--- config.mk ---
export PLATFORM = sky130hd
export DESIGN_NAME = obc_decoder
export DESIGN_NICKNAME = d
export VERILOG_FILES = /design/src/obc_pkg.sv /design/src/obc_decoder.sv
export SDC_FILE = /design/constraint.sdc
export NUM_CORES = 1
export LEC_CHECK = 0
export BUFFER_PORTS_ARGS = -buffer_cell sky130_fd_sc_hd__clkbuf_2
export CELL_PAD_IN_SITES_DETAIL_PLACEMENT = 0
export CELL_PAD_IN_SITES_GLOBAL_PLACEMENT = 1
export CORE_MARGIN = 10
export CORE_UTILIZATION = 40
export CTS_CLUSTER_SIZE = 8
export DETAILED_ROUTE_END_ITERATION = 12
export MAX_ROUTING_LAYER = met4
export PLACE_DENSITY = 0.94
export SLEW_MARGIN = 10
export SYNTH_ARGS = -nofsm -noshare
export SYNTH_HDL_FRONTEND = slang
export SYNTH_SLANG_ARGS = --single-unit
--- constraint.sdc ---
create_clock -name CLOCK_I -period 6.8 [get_ports CLOCK_I]
set_clock_uncertainty 0.15 [all_clocks]
set_input_delay 1.02 -clock CLOCK_I [delete_from_list [all_inputs] [get_ports CLOCK_I]]
set_output_delay 1.02 -clock CLOCK_I [all_outputs]
set_load 0.01 [all_outputs]
--- src/obc_pkg.sv ---
// shared constants and types for the option byte configuration decoder
//------------------------------------------------------------------------
// Behaviour
// byte1 bits 7:6 pick startup clock
// programmer always writes byte1 bit 5 as one
// byte1 bit 4 zero enables multiplier
// byte1 bits 3:2 pick detector threshold
// byte1 bit 1 zero forces hardware watchdog
// byte1 bit 0 one resets on halt
// byte0 bit 7 picks wakeup clock source
// wakeup bit clear needs range 100
// byte0 bits 6:4 pick oscillator range
// programmer keeps defaults for internal startup
// byte0 bits 3:2 give sector 0 size
// byte0 bit 1 blocks readout and writes
// erase under readout protect wipes memory first
// byte0 bit 0 locks flash forever
// option bytes reachable only in programming mode
// shipped program memory reads ff
// bytes latched at reset, fields then stable
//------------------------------------------------------------------------
package obc_pkg;
   localparam int OPT_W = 8;
   // byte 1 fields
   localparam int B1_START_HI = 7;
   localparam int B1_START_LO = 6;
   localparam int B1_RES = 5;
   localparam int B1_MULT = 4;
   localparam int B1_DET_HI = 3;
   localparam int B1_DET_LO = 2;
   localparam int B1_WDSW = 1;
   localparam int B1_WDHALT = 0;
   // byte 0 fields
   localparam int B0_WAKE = 7;
   localparam int B0_RANGE_HI = 6;
   localparam int B0_RANGE_LO = 4;
   localparam int B0_SIZE_HI = 3;
   localparam int B0_SIZE_LO = 2;
   localparam int B0_RDP = 1;
   localparam int B0_WRP = 0;
   // reset (default) values
   localparam logic [7:0] OPT0_RESET = 8'hfc;
   localparam logic [7:0] OPT1_RESET = 8'h3f;
   localparam logic [7:0] ERASED_BYTE = 8'hff;
   localparam logic [2:0] RANGE_SLOW_OSC = 3'h4;

   typedef enum logic [1:0] {
      CLK_INT_RC = 2'h0,
      CLK_WAKE_RC = 2'h1,
      CLK_XTAL = 2'h2,
      CLK_EXT = 2'h3
   } obc_clk_e;

   typedef enum logic [1:0] {
      DET_LOW = 2'h0,
      DET_MED = 2'h1,
      DET_HIGH = 2'h2,
      DET_OFF = 2'h3
   } obc_det_e;

   typedef struct packed {
      obc_clk_e startup_clock_select;
      logic multiplier_enable;
      obc_det_e low_voltage_detect_sel;
      logic watchdog_hw_enable;
      logic watchdog_reset_on_halt;
      logic wakeup_clock_select;
      logic [2:0] oscillator_range;
      logic [3:0] sector0_size_kb_x2;
      logic readout_protect;
      logic write_protect;
   } obc_cfg_s;
endpackage : obc_pkg

--- src/obc_decoder.sv ---
// option byte latch, decode and flash access gating
module obc_decoder (
   input wire logic CLOCK_I,
   input wire logic RST_I,
   input wire logic [7:0] OPT0_NV_I,
   input wire logic [7:0] OPT1_NV_I,
   input wire logic PROG_MODE_I,
   input wire logic OPT_WR_I,
   input wire logic OPT_ERASE_I,
   input wire logic [7:0] OPT0_WDATA_I,
   input wire logic [7:0] OPT1_WDATA_I,
   input wire logic MEM_RD_I,
   input wire logic MEM_WR_I,
   input wire logic DEBUG_RD_I,
   input wire logic [7:0] MEM_RDATA_I,
   input wire logic MEM_BLANK_I,
   output logic [$bits(obc_pkg::obc_cfg_s)-1:0] CFG_O,
   output logic OPT_WR_O,
   output logic OPT_ERASE_O,
   output logic [7:0] OPT0_WDATA_O,
   output logic [7:0] OPT1_WDATA_O,
   output logic MEM_WR_O,
   output logic MEM_MASS_ERASE_O,
   output logic [7:0] MEM_RDATA_O,
   output logic ACCESS_DENIED_O,
   output logic [7:0] OPT0_RD_O,
   output logic [7:0] OPT1_RD_O
);
   import obc_pkg::*;

   //---------------------------------------------------------------
   // decode
   //---------------------------------------------------------------
   function automatic obc_cfg_s decode(input logic [7:0] b0,
                                       input logic [7:0] b1);
      obc_cfg_s c;
      c.startup_clock_select = obc_clk_e'(b1[B1_START_HI:B1_START_LO]);
      c.multiplier_enable = ~b1[B1_MULT];
      c.low_voltage_detect_sel = obc_det_e'(b1[B1_DET_HI:B1_DET_LO]);
      c.watchdog_hw_enable = ~b1[B1_WDSW];
      c.watchdog_reset_on_halt = b1[B1_WDHALT];
      c.wakeup_clock_select = b0[B0_WAKE];
      // range only meaningful for external sources
      c.oscillator_range = b1[B1_START_HI] ?
         b0[B0_RANGE_HI:B0_RANGE_LO] : RANGE_SLOW_OSC;
      // size in half-kilobyte units: 1,2,4,8
      c.sector0_size_kb_x2 = 4'h1 << b0[B0_SIZE_HI:B0_SIZE_LO];
      c.readout_protect = b0[B0_RDP];
      c.write_protect = b0[B0_WRP];
      return c;
   endfunction : decode

   //---------------------------------------------------------------
   // latched option bytes
   //---------------------------------------------------------------
   logic [7:0] opt0, opt1;
   logic loaded;
   logic [7:0] next_opt0, next_opt1;
   logic next_loaded;

   // bytes sampled once after release and then frozen until reset
   always_comb begin
      next_opt0 = opt0;
      next_opt1 = opt1;
      next_loaded = 1'b1;
      if (!loaded) begin
         next_opt0 = OPT0_NV_I;
         next_opt1 = OPT1_NV_I;
      end
   end

   always_ff @(posedge CLOCK_I or posedge RST_I) begin
      if (RST_I) begin
         opt0 <= OPT0_RESET;
         opt1 <= OPT1_RESET;
         loaded <= 1'b0;
      end else begin
         opt0 <= next_opt0;
         opt1 <= next_opt1;
         loaded <= next_loaded;
      end
   end

   //---------------------------------------------------------------
   // access gating
   //---------------------------------------------------------------
   obc_cfg_s cfg;
   logic next_opt_wr, next_opt_erase, next_mem_wr, next_mass;
   logic next_denied;
   logic [7:0] next_rdata, next_w0, next_w1;
   logic next_opt_wr_q, next_opt_erase_q, next_mem_wr_q, next_mass_q;
   logic next_denied_q;

   assign cfg = decode(opt0, opt1);

   always_comb begin
      next_opt_wr = 1'b0;
      next_opt_erase = 1'b0;
      next_mass = 1'b0;
      next_mem_wr = 1'b0;
      next_denied = 1'b0;
      next_w0 = OPT0_WDATA_I;
      next_w1 = OPT1_WDATA_I;
      next_rdata = MEM_RDATA_I;
      if (OPT_WR_I || OPT_ERASE_I) begin
         if (!PROG_MODE_I || cfg.write_protect) begin
            next_denied = 1'b1;
         end else if (OPT_ERASE_I) begin
            // wipe memory before options lose their protection
            if (cfg.readout_protect && !MEM_BLANK_I) begin
               next_mass = 1'b1;
            end else begin
               next_opt_erase = 1'b1;
            end
         end else begin
            next_opt_wr = 1'b1;
         end
      end
      if (MEM_WR_I) begin
         if (cfg.write_protect || cfg.readout_protect) begin
            next_denied = 1'b1;
         end else begin
            next_mem_wr = 1'b1;
         end
      end
      if (MEM_RD_I && DEBUG_RD_I && cfg.readout_protect) begin
         // blank data, never real content, to an external reader
         next_rdata = ERASED_BYTE;
         next_denied = 1'b1;
      end
   end

   assign next_opt_wr_q = next_opt_wr;
   assign next_opt_erase_q = next_opt_erase;
   assign next_mem_wr_q = next_mem_wr;
   assign next_mass_q = next_mass;
   assign next_denied_q = next_denied;

   always_ff @(posedge CLOCK_I or posedge RST_I) begin
      if (RST_I) begin
         CFG_O <= decode(OPT0_RESET, OPT1_RESET);
         OPT_WR_O <= 1'b0;
         OPT_ERASE_O <= 1'b0;
         MEM_WR_O <= 1'b0;
         MEM_MASS_ERASE_O <= 1'b0;
         ACCESS_DENIED_O <= 1'b0;
         OPT0_WDATA_O <= 8'h00;
         OPT1_WDATA_O <= 8'h00;
         MEM_RDATA_O <= ERASED_BYTE;
         OPT0_RD_O <= OPT0_RESET;
         OPT1_RD_O <= OPT1_RESET;
      end else begin
         CFG_O <= cfg;
         OPT_WR_O <= next_opt_wr_q;
         OPT_ERASE_O <= next_opt_erase_q;
         MEM_WR_O <= next_mem_wr_q;
         MEM_MASS_ERASE_O <= next_mass_q;
         ACCESS_DENIED_O <= next_denied_q;
         OPT0_WDATA_O <= next_w0;
         OPT1_WDATA_O <= next_w1;
         MEM_RDATA_O <= next_rdata;
         // option readback only visible to the programmer
         OPT0_RD_O <= PROG_MODE_I ? opt0 : 8'h00;
         OPT1_RD_O <= PROG_MODE_I ? opt1 : 8'h00;
      end
   end
endmodule : obc_decoder

==> out/qor.csv, run 1 <==
metric,value,unit
status,completed,
"Hold Vio Cnt, Final",0,
global route total overflow,0,
worst-path cell chain,clkbuf_2,
via count,1518,
final setup fails,0,
"most common cell after layout, fill and taps aside",clkbuf_2,
Yosys reg bits,79,
CTS Hold Bufs,0,
clock insertion delay at the later pin of the skew report,340,ps
vias in the first global route,1693,
IO Port Bufs,110,
Num CTS Buffers,9,
Syn Std Cell Area,2560,µm²
DPL Wire Length,4.06,mm
Leak Pwr,1.71,nW
Final min period,2160,ps
sequential share of the synthesized area,79.2,%
Worst EP arrival,990,ps
delay of the slowest cell on the worst path,530,ps
postcts setup bufs,0,
n_diodes,0,
drt wl/cell,15.7,µm
initial core utilization,40.7,%
GRT Util Overall,11.4,%
Crit Path Class,reg2out,
drt drc,0,
Setup crit start kind,flip-flop,
Crit Path Max Fanout,1,
WP buf/inv,1,
Crit-path slowest cell,dfstp_2,
io pins,111,
nets@finish,312,
deepest clock path buffer count,2,
Peak supply drop,186,µV
Pwr Density,305,nW/µm²
Post-Syn Nets,193,
Gate Count Post-Synth,144,
cts repair resizes,0,
Num Clock Sinks,79,
fmax,463,MHz
core footprint,6280,µm²
CP Launch Point,OPT0_RD_O[7],
area delta synth->final,33.6,%
clock-pin slew on the worst setup and hold paths,80,ps
yosys warns,0,
synth unique cells,23,
CTS tree,yes,
RSZ-0062 raised after global routing,no,
first-pass detailed-route iteration total,4,
Final ANT Viol Nets,0,
via/cell ratio,4.40,
min-delay worst type,reg2reg,
top cell family by delay on the critical path,flip-flops,
Final TNS setup,0,ps
top post-synthesis cells by area,"dfrtp_1, dfstp_2, mux2_4, and2_1, mux2_2",
largest net degree at the start of global routing,80,
post-synth top area share,40.1,%
initial antenna violation count,0,
Mapped Avg Cell Area,17.8,µm²
die area,9990,µm²
root buffer cell,clkbuf_8,
largest area contributor in the netlist,dfrtp_1,
Die Height,100,µm
Final period util,31.8,%
row cnt,29,
Placer Congestion,0.732,
global-route wire length before repair,8.71,mm
Rel. slew slack,38.3,%
Max H-tree Level,3,
Crit Reg-Reg Startpoint,loaded,
Worst Path Required,5630,ps
Routed WL,5.42,mm
most frequent cells in the layout,"clkbuf_2, dfrtp_1, dfstp_2",
Die W,100,µm
Worst-Margin Slew,925,ps
fillers,524,
hold_sp,opt1[0],
starting DRC count in detailed routing,25,
dpl cell area,3180,µm²
fin. max-slew vios,0,
layout cell share with drive strength beyond 1,67.2,%
final instance area,3420,µm²
crit end category,output pin,
max-cap violation count,0,
[synthesized netlist by cell type, drive strengths merged]
| cell | count |
|---|---|
| nand3 | 1 |
| dfrtp | 41 |
| nand4 | 1 |
| nor4bb | 1 |
| nand3b | 1 |
| a21oi | 1 |
| conb | 1 |
| buf | 2 |
| nor2 | 1 |
| o21bai | 1 |
| nor2b | 2 |
| or2b | 2 |
| o31ai | 1 |
| nand2b | 7 |
| nand2 | 1 |
| and2 | 19 |
| dfstp | 38 |
| nor3b | 2 |
| clkbuf | 1 |
| inv | 4 |
| mux2 | 16 |
[power breakdown]
part	total, mW	switching (mW)	internal [mW]
logic	0.0967	0.0478	0.0488
clock network	0.404	0.159	0.245
registers	0.540	0.0190	0.521
total	1.04	0.226	0.814
[per-layer routing]
| layer | vias up | global-route usage (%) | part of all wire [%] |
|---|---|---|---|
| li1 | 694 | - | - |
| met1 | 733 | 13.0 | 41 |
| met2 | 82 | 16.9 | 47 |
| met3 | 9 | 4.95 | 10 |
| met4 | 0 | 5.29 | 1.5 |
| met5 | - | - | 0 |
[logic make-up after synthesis]
| logic type | share of synthesized area [%] |
|---|---|
| buffers and inverters | 1.96 |
| AOI/OAI and AO/OA | 0.783 |
| other | 0.147 |
| and+or+nand+nor | 9.44 |
| DFF | 79.2 |
| muxes | 8.51 |
[final timing paths]
kind                                    to  slack [ps]  cells past startpoint
max                           OPT0_RD_O[7]        4640                      1
min                              CFG_O[10]         230                      0
max reg2reg                        opt0[1]        5220                      1
min reg2reg                      CFG_O[10]         230                      0
max in group asynchronous        CFG_O[16]        5100                      3
min in group asynchronous  OPT0_WDATA_O[7]         810                      3
[flip-flops by register name (all words and copies together) (netlist names)]
| name | flops |
|---|---|
| ACCESS_DENIED_O | 1 |
| CFG_O | 17 |
| MEM_MASS_ERASE_O | 1 |
| MEM_RDATA_O | 8 |
| MEM_WR_O | 1 |
| OPT0_RD_O | 8 |
| OPT0_WDATA_O | 8 |
| OPT1_RD_O | 8 |
| OPT1_WDATA_O | 8 |
| OPT_ERASE_O | 1 |
| OPT_WR_O | 1 |
| loaded | 1 |
| opt0 | 8 |
| opt1 | 8 |
[metrics by stage]
stage                     hold slack (ps)  setup slack [ps]  power, mW  cells  util [%]
after detailed placement              216              4680      0.649    329      50.6
final                                 228              4640       1.04    345      54.4
after global routing                  236              4600       1.09    345      54.4
after global placement                214              4730      0.645    329      50.6
after CTS                             229              4610       1.06    345      54.4
after floorplan                       208              3670      0.595    144         -
[final cells by class]
cell class              instances  area (µm²)  share of cell area, %
well taps                      77        96.3                   2.82
multi-input cells              58         483                   14.1
inverters                       4        16.3                  0.476
clock inverters                 5         106                   3.11
clock buffers                  11         131                   3.85
repair buffers                111         558                   16.3
flip-flops and latches         79        2020                   59.3
(Power assumes the default switching activity.)
==> inputs of run 2 (changes only) <==
Settings changed: CORE_UTILIZATION 40 to 37, PLACE_DENSITY 0.94 to 0.88.
Clock period 6.8 ns to 2 ns, I/O delays scaled along.
==> run 2 against run 1 <==
Compared with the run above:
- sequential power increased to 3.4 times the previous value
- largest cell class unchanged
- sequential cell count unchanged
- critical path type unchanged
- worst setup slack got worse by 4100 ps
- sequential share of layout area fell by 3.8 points
- final area is 6.8% higher
- clock-buffer cell count decreased by 1
- combinational power grew to 3.9 times the previous value
- critical path depth unchanged
- via count increased by 6.7%
- non-clock buffer count increased by 26
- die area up 6.5%
==> out/qor.csv, run 2 (synthesized netlist as in run 1, its figures left out) <==
metric,value,unit,change
Pwr Density,912,nW/µm²,was 305 nW/µm²
first-pass detailed-route iteration total,3,,was 4
Num Clock Sinks,79,,unchanged
placed insts,333,,was 329
row cnt,30,,was 29
Place WS,588,ps,was 4680 ps
top cell family by delay on the critical path,flip-flops,,unchanged
setup ws final,545,ps,was 4640 ps
IO Port Bufs,110,,unchanged
initial antenna violation count,1,,was 0
drt drc,0,,unchanged
Final ANT Viol Nets,0,,unchanged
area delta synth->final,42.6,%,was 33.6%
nets@finish,338,,was 312
worst-path cell chain,clkbuf_2,,unchanged
Routed WL,6.18,mm,was 5.42 mm
root buffer cell,clkbuf_8,,unchanged
Final min period,1450,ps,
crit end category,output pin,,unchanged
Crit Path Class,reg2out,,unchanged
Leak Pwr,1.80,nW,was 1.71 nW
GRT Util Overall,12.4,%,was 11.4%
highest metal used,met4,,unchanged
Final TNS setup,0,ps,unchanged
layout cell share with drive strength beyond 1,61.9,%,was 67.2%
"Hold Vio Cnt, Final",0,,unchanged
Placer Congestion,0.717,,was 0.732
Crit-path slowest cell,dfstp_2,,unchanged
clock insertion delay at the later pin of the skew report,340,ps,about the same
DPL Wire Length,4.25,mm,was 4.06 mm
deepest clock path buffer count,2,,unchanged
io pins,111,,unchanged
via count,1619,,was 1518
"most common cell after layout, fill and taps aside",clkbuf_2,,unchanged
WP buf/inv,1,,unchanged
via/cell ratio,4.32,,was 4.40
Die Height,103,µm,was 100 µm
Crit Path Max Fanout,1,,unchanged
CTS tree,yes,,unchanged
Max H-tree Level,3,,unchanged
largest register by flop count,CFG_O,,unchanged
clock-pin slew on the worst setup and hold paths,80,ps,about the same
largest net degree at the start of global routing,71,,was 80
global-route wire length before repair,9.48,mm,was 8.71 mm
core footprint,6760,µm²,was 6280 µm²
dpl cell area,3200,µm²,was 3180 µm²
Peak supply drop,401,µV,was 186 µV
drt wl/cell,16.5,µm,was 15.7 µm
Die W,103,µm,was 100 µm
initial core utilization,37.9,%,was 40.7%
Worst EP arrival,1000,ps,was 990 ps
most frequent cells in the layout,"clkbuf_2, dfrtp_1, dfstp_2",,unchanged
total power,3.33,mW,was 1.04 mW
RSZ-0062 raised after global routing,no,,unchanged
Post-Layout Cell Count,375,,was 345
final setup fails,0,,unchanged
DR WL met3,659,µm,was 550 µm
delay of the slowest cell on the worst path,530,ps,about the same
fillers,557,,was 524
max reg flops,17,,unchanged
max-cap violation count,0,,unchanged
cts repair resizes,0,,unchanged
fin. max-slew vios,0,,unchanged
WL met1,2.38,mm,was 2.23 mm
die area,10600,µm²,was 9990 µm²
final instance area,3650,µm²,was 3420 µm²
fmax,687,MHz,
starting DRC count in detailed routing,30,,was 25
min-delay worst type,in2reg,,was reg2reg
Setup crit start kind,flip-flop,,unchanged
routed wl met2,3.03,mm,was 2.55 mm
global route total overflow,0,,unchanged
status,completed,,unchanged
Worst Path Required,1550,ps,was 5630 ps
Num CTS Buffers,9,,unchanged
vias in the first global route,1775,,was 1693
Final period util,72.7,%,
[run 2: cell count changes in the layout (fill, tap and decap cells not counted), sizes merged]
cell | before | now
bufinv | 3 | 1
buf | 1 | 2
diode | 0 | 1
clkinvlp | 1 | 4
dlygate4sd3 | 0 | 25
clkbuf | 121 | 120
[run 2: metal layers]
layer  global-route usage [%]  vias up
met4                     6.42        0
met3                     4.62       12
met2                     20.1       81
met5                        -        -
li1                         -      747
met1                     13.0      779
[run 2: through the flow]
stage               hold WS, ps  utilization, %
floorplan                   181               -
global placement           78.1            47.4
detailed placement         81.5            47.4
CTS                        2.98            53.9
global route               17.8            54.0
finish                     25.6            54.0
[run 2: path summary, 6_finish.rpt]
kind,start,end,slack (ps),depth (start not counted)
max in group asynchronous,RST_I,OPT0_RD_O[6],790,4
worst max-delay path,OPT0_RD_O[2],OPT0_RD_O[2],550,1
worst max register to register,loaded,opt0[6],600,2
worst min-delay path,OPT_ERASE_I,OPT_WR_O,30,2
worst min register to register,opt1[0],CFG_O[10],230,0
min in group asynchronous,RST_I,OPT1_WDATA_O[1],280,3
[run 2: where the power goes]
group          switching, mW  internal [mW]
logic                  0.179          0.201
registers             0.0626           1.77
clock network          0.540          0.572
total                  0.782           2.54
[run 2: repair_timing]
item / in CTS / in global routing
hold buffers: 25 / 0
buffers inserted: 0 / 0
hold endpoints to repair: 33 / 0
[run 2: final cells by class]
cell class                 instances  area (µm²)  share of cell area (%)
timing repair buffer             137         828                    22.7
clock buffer                      10         128                    3.50
multi-input combinational         58         483                    13.2
clock inverter                     6        62.6                    1.72
tap                               80         100                    2.74
antenna                            1        2.50                  0.0686
sequential                        79        2020                    55.5
inverter                           4        18.8                   0.515
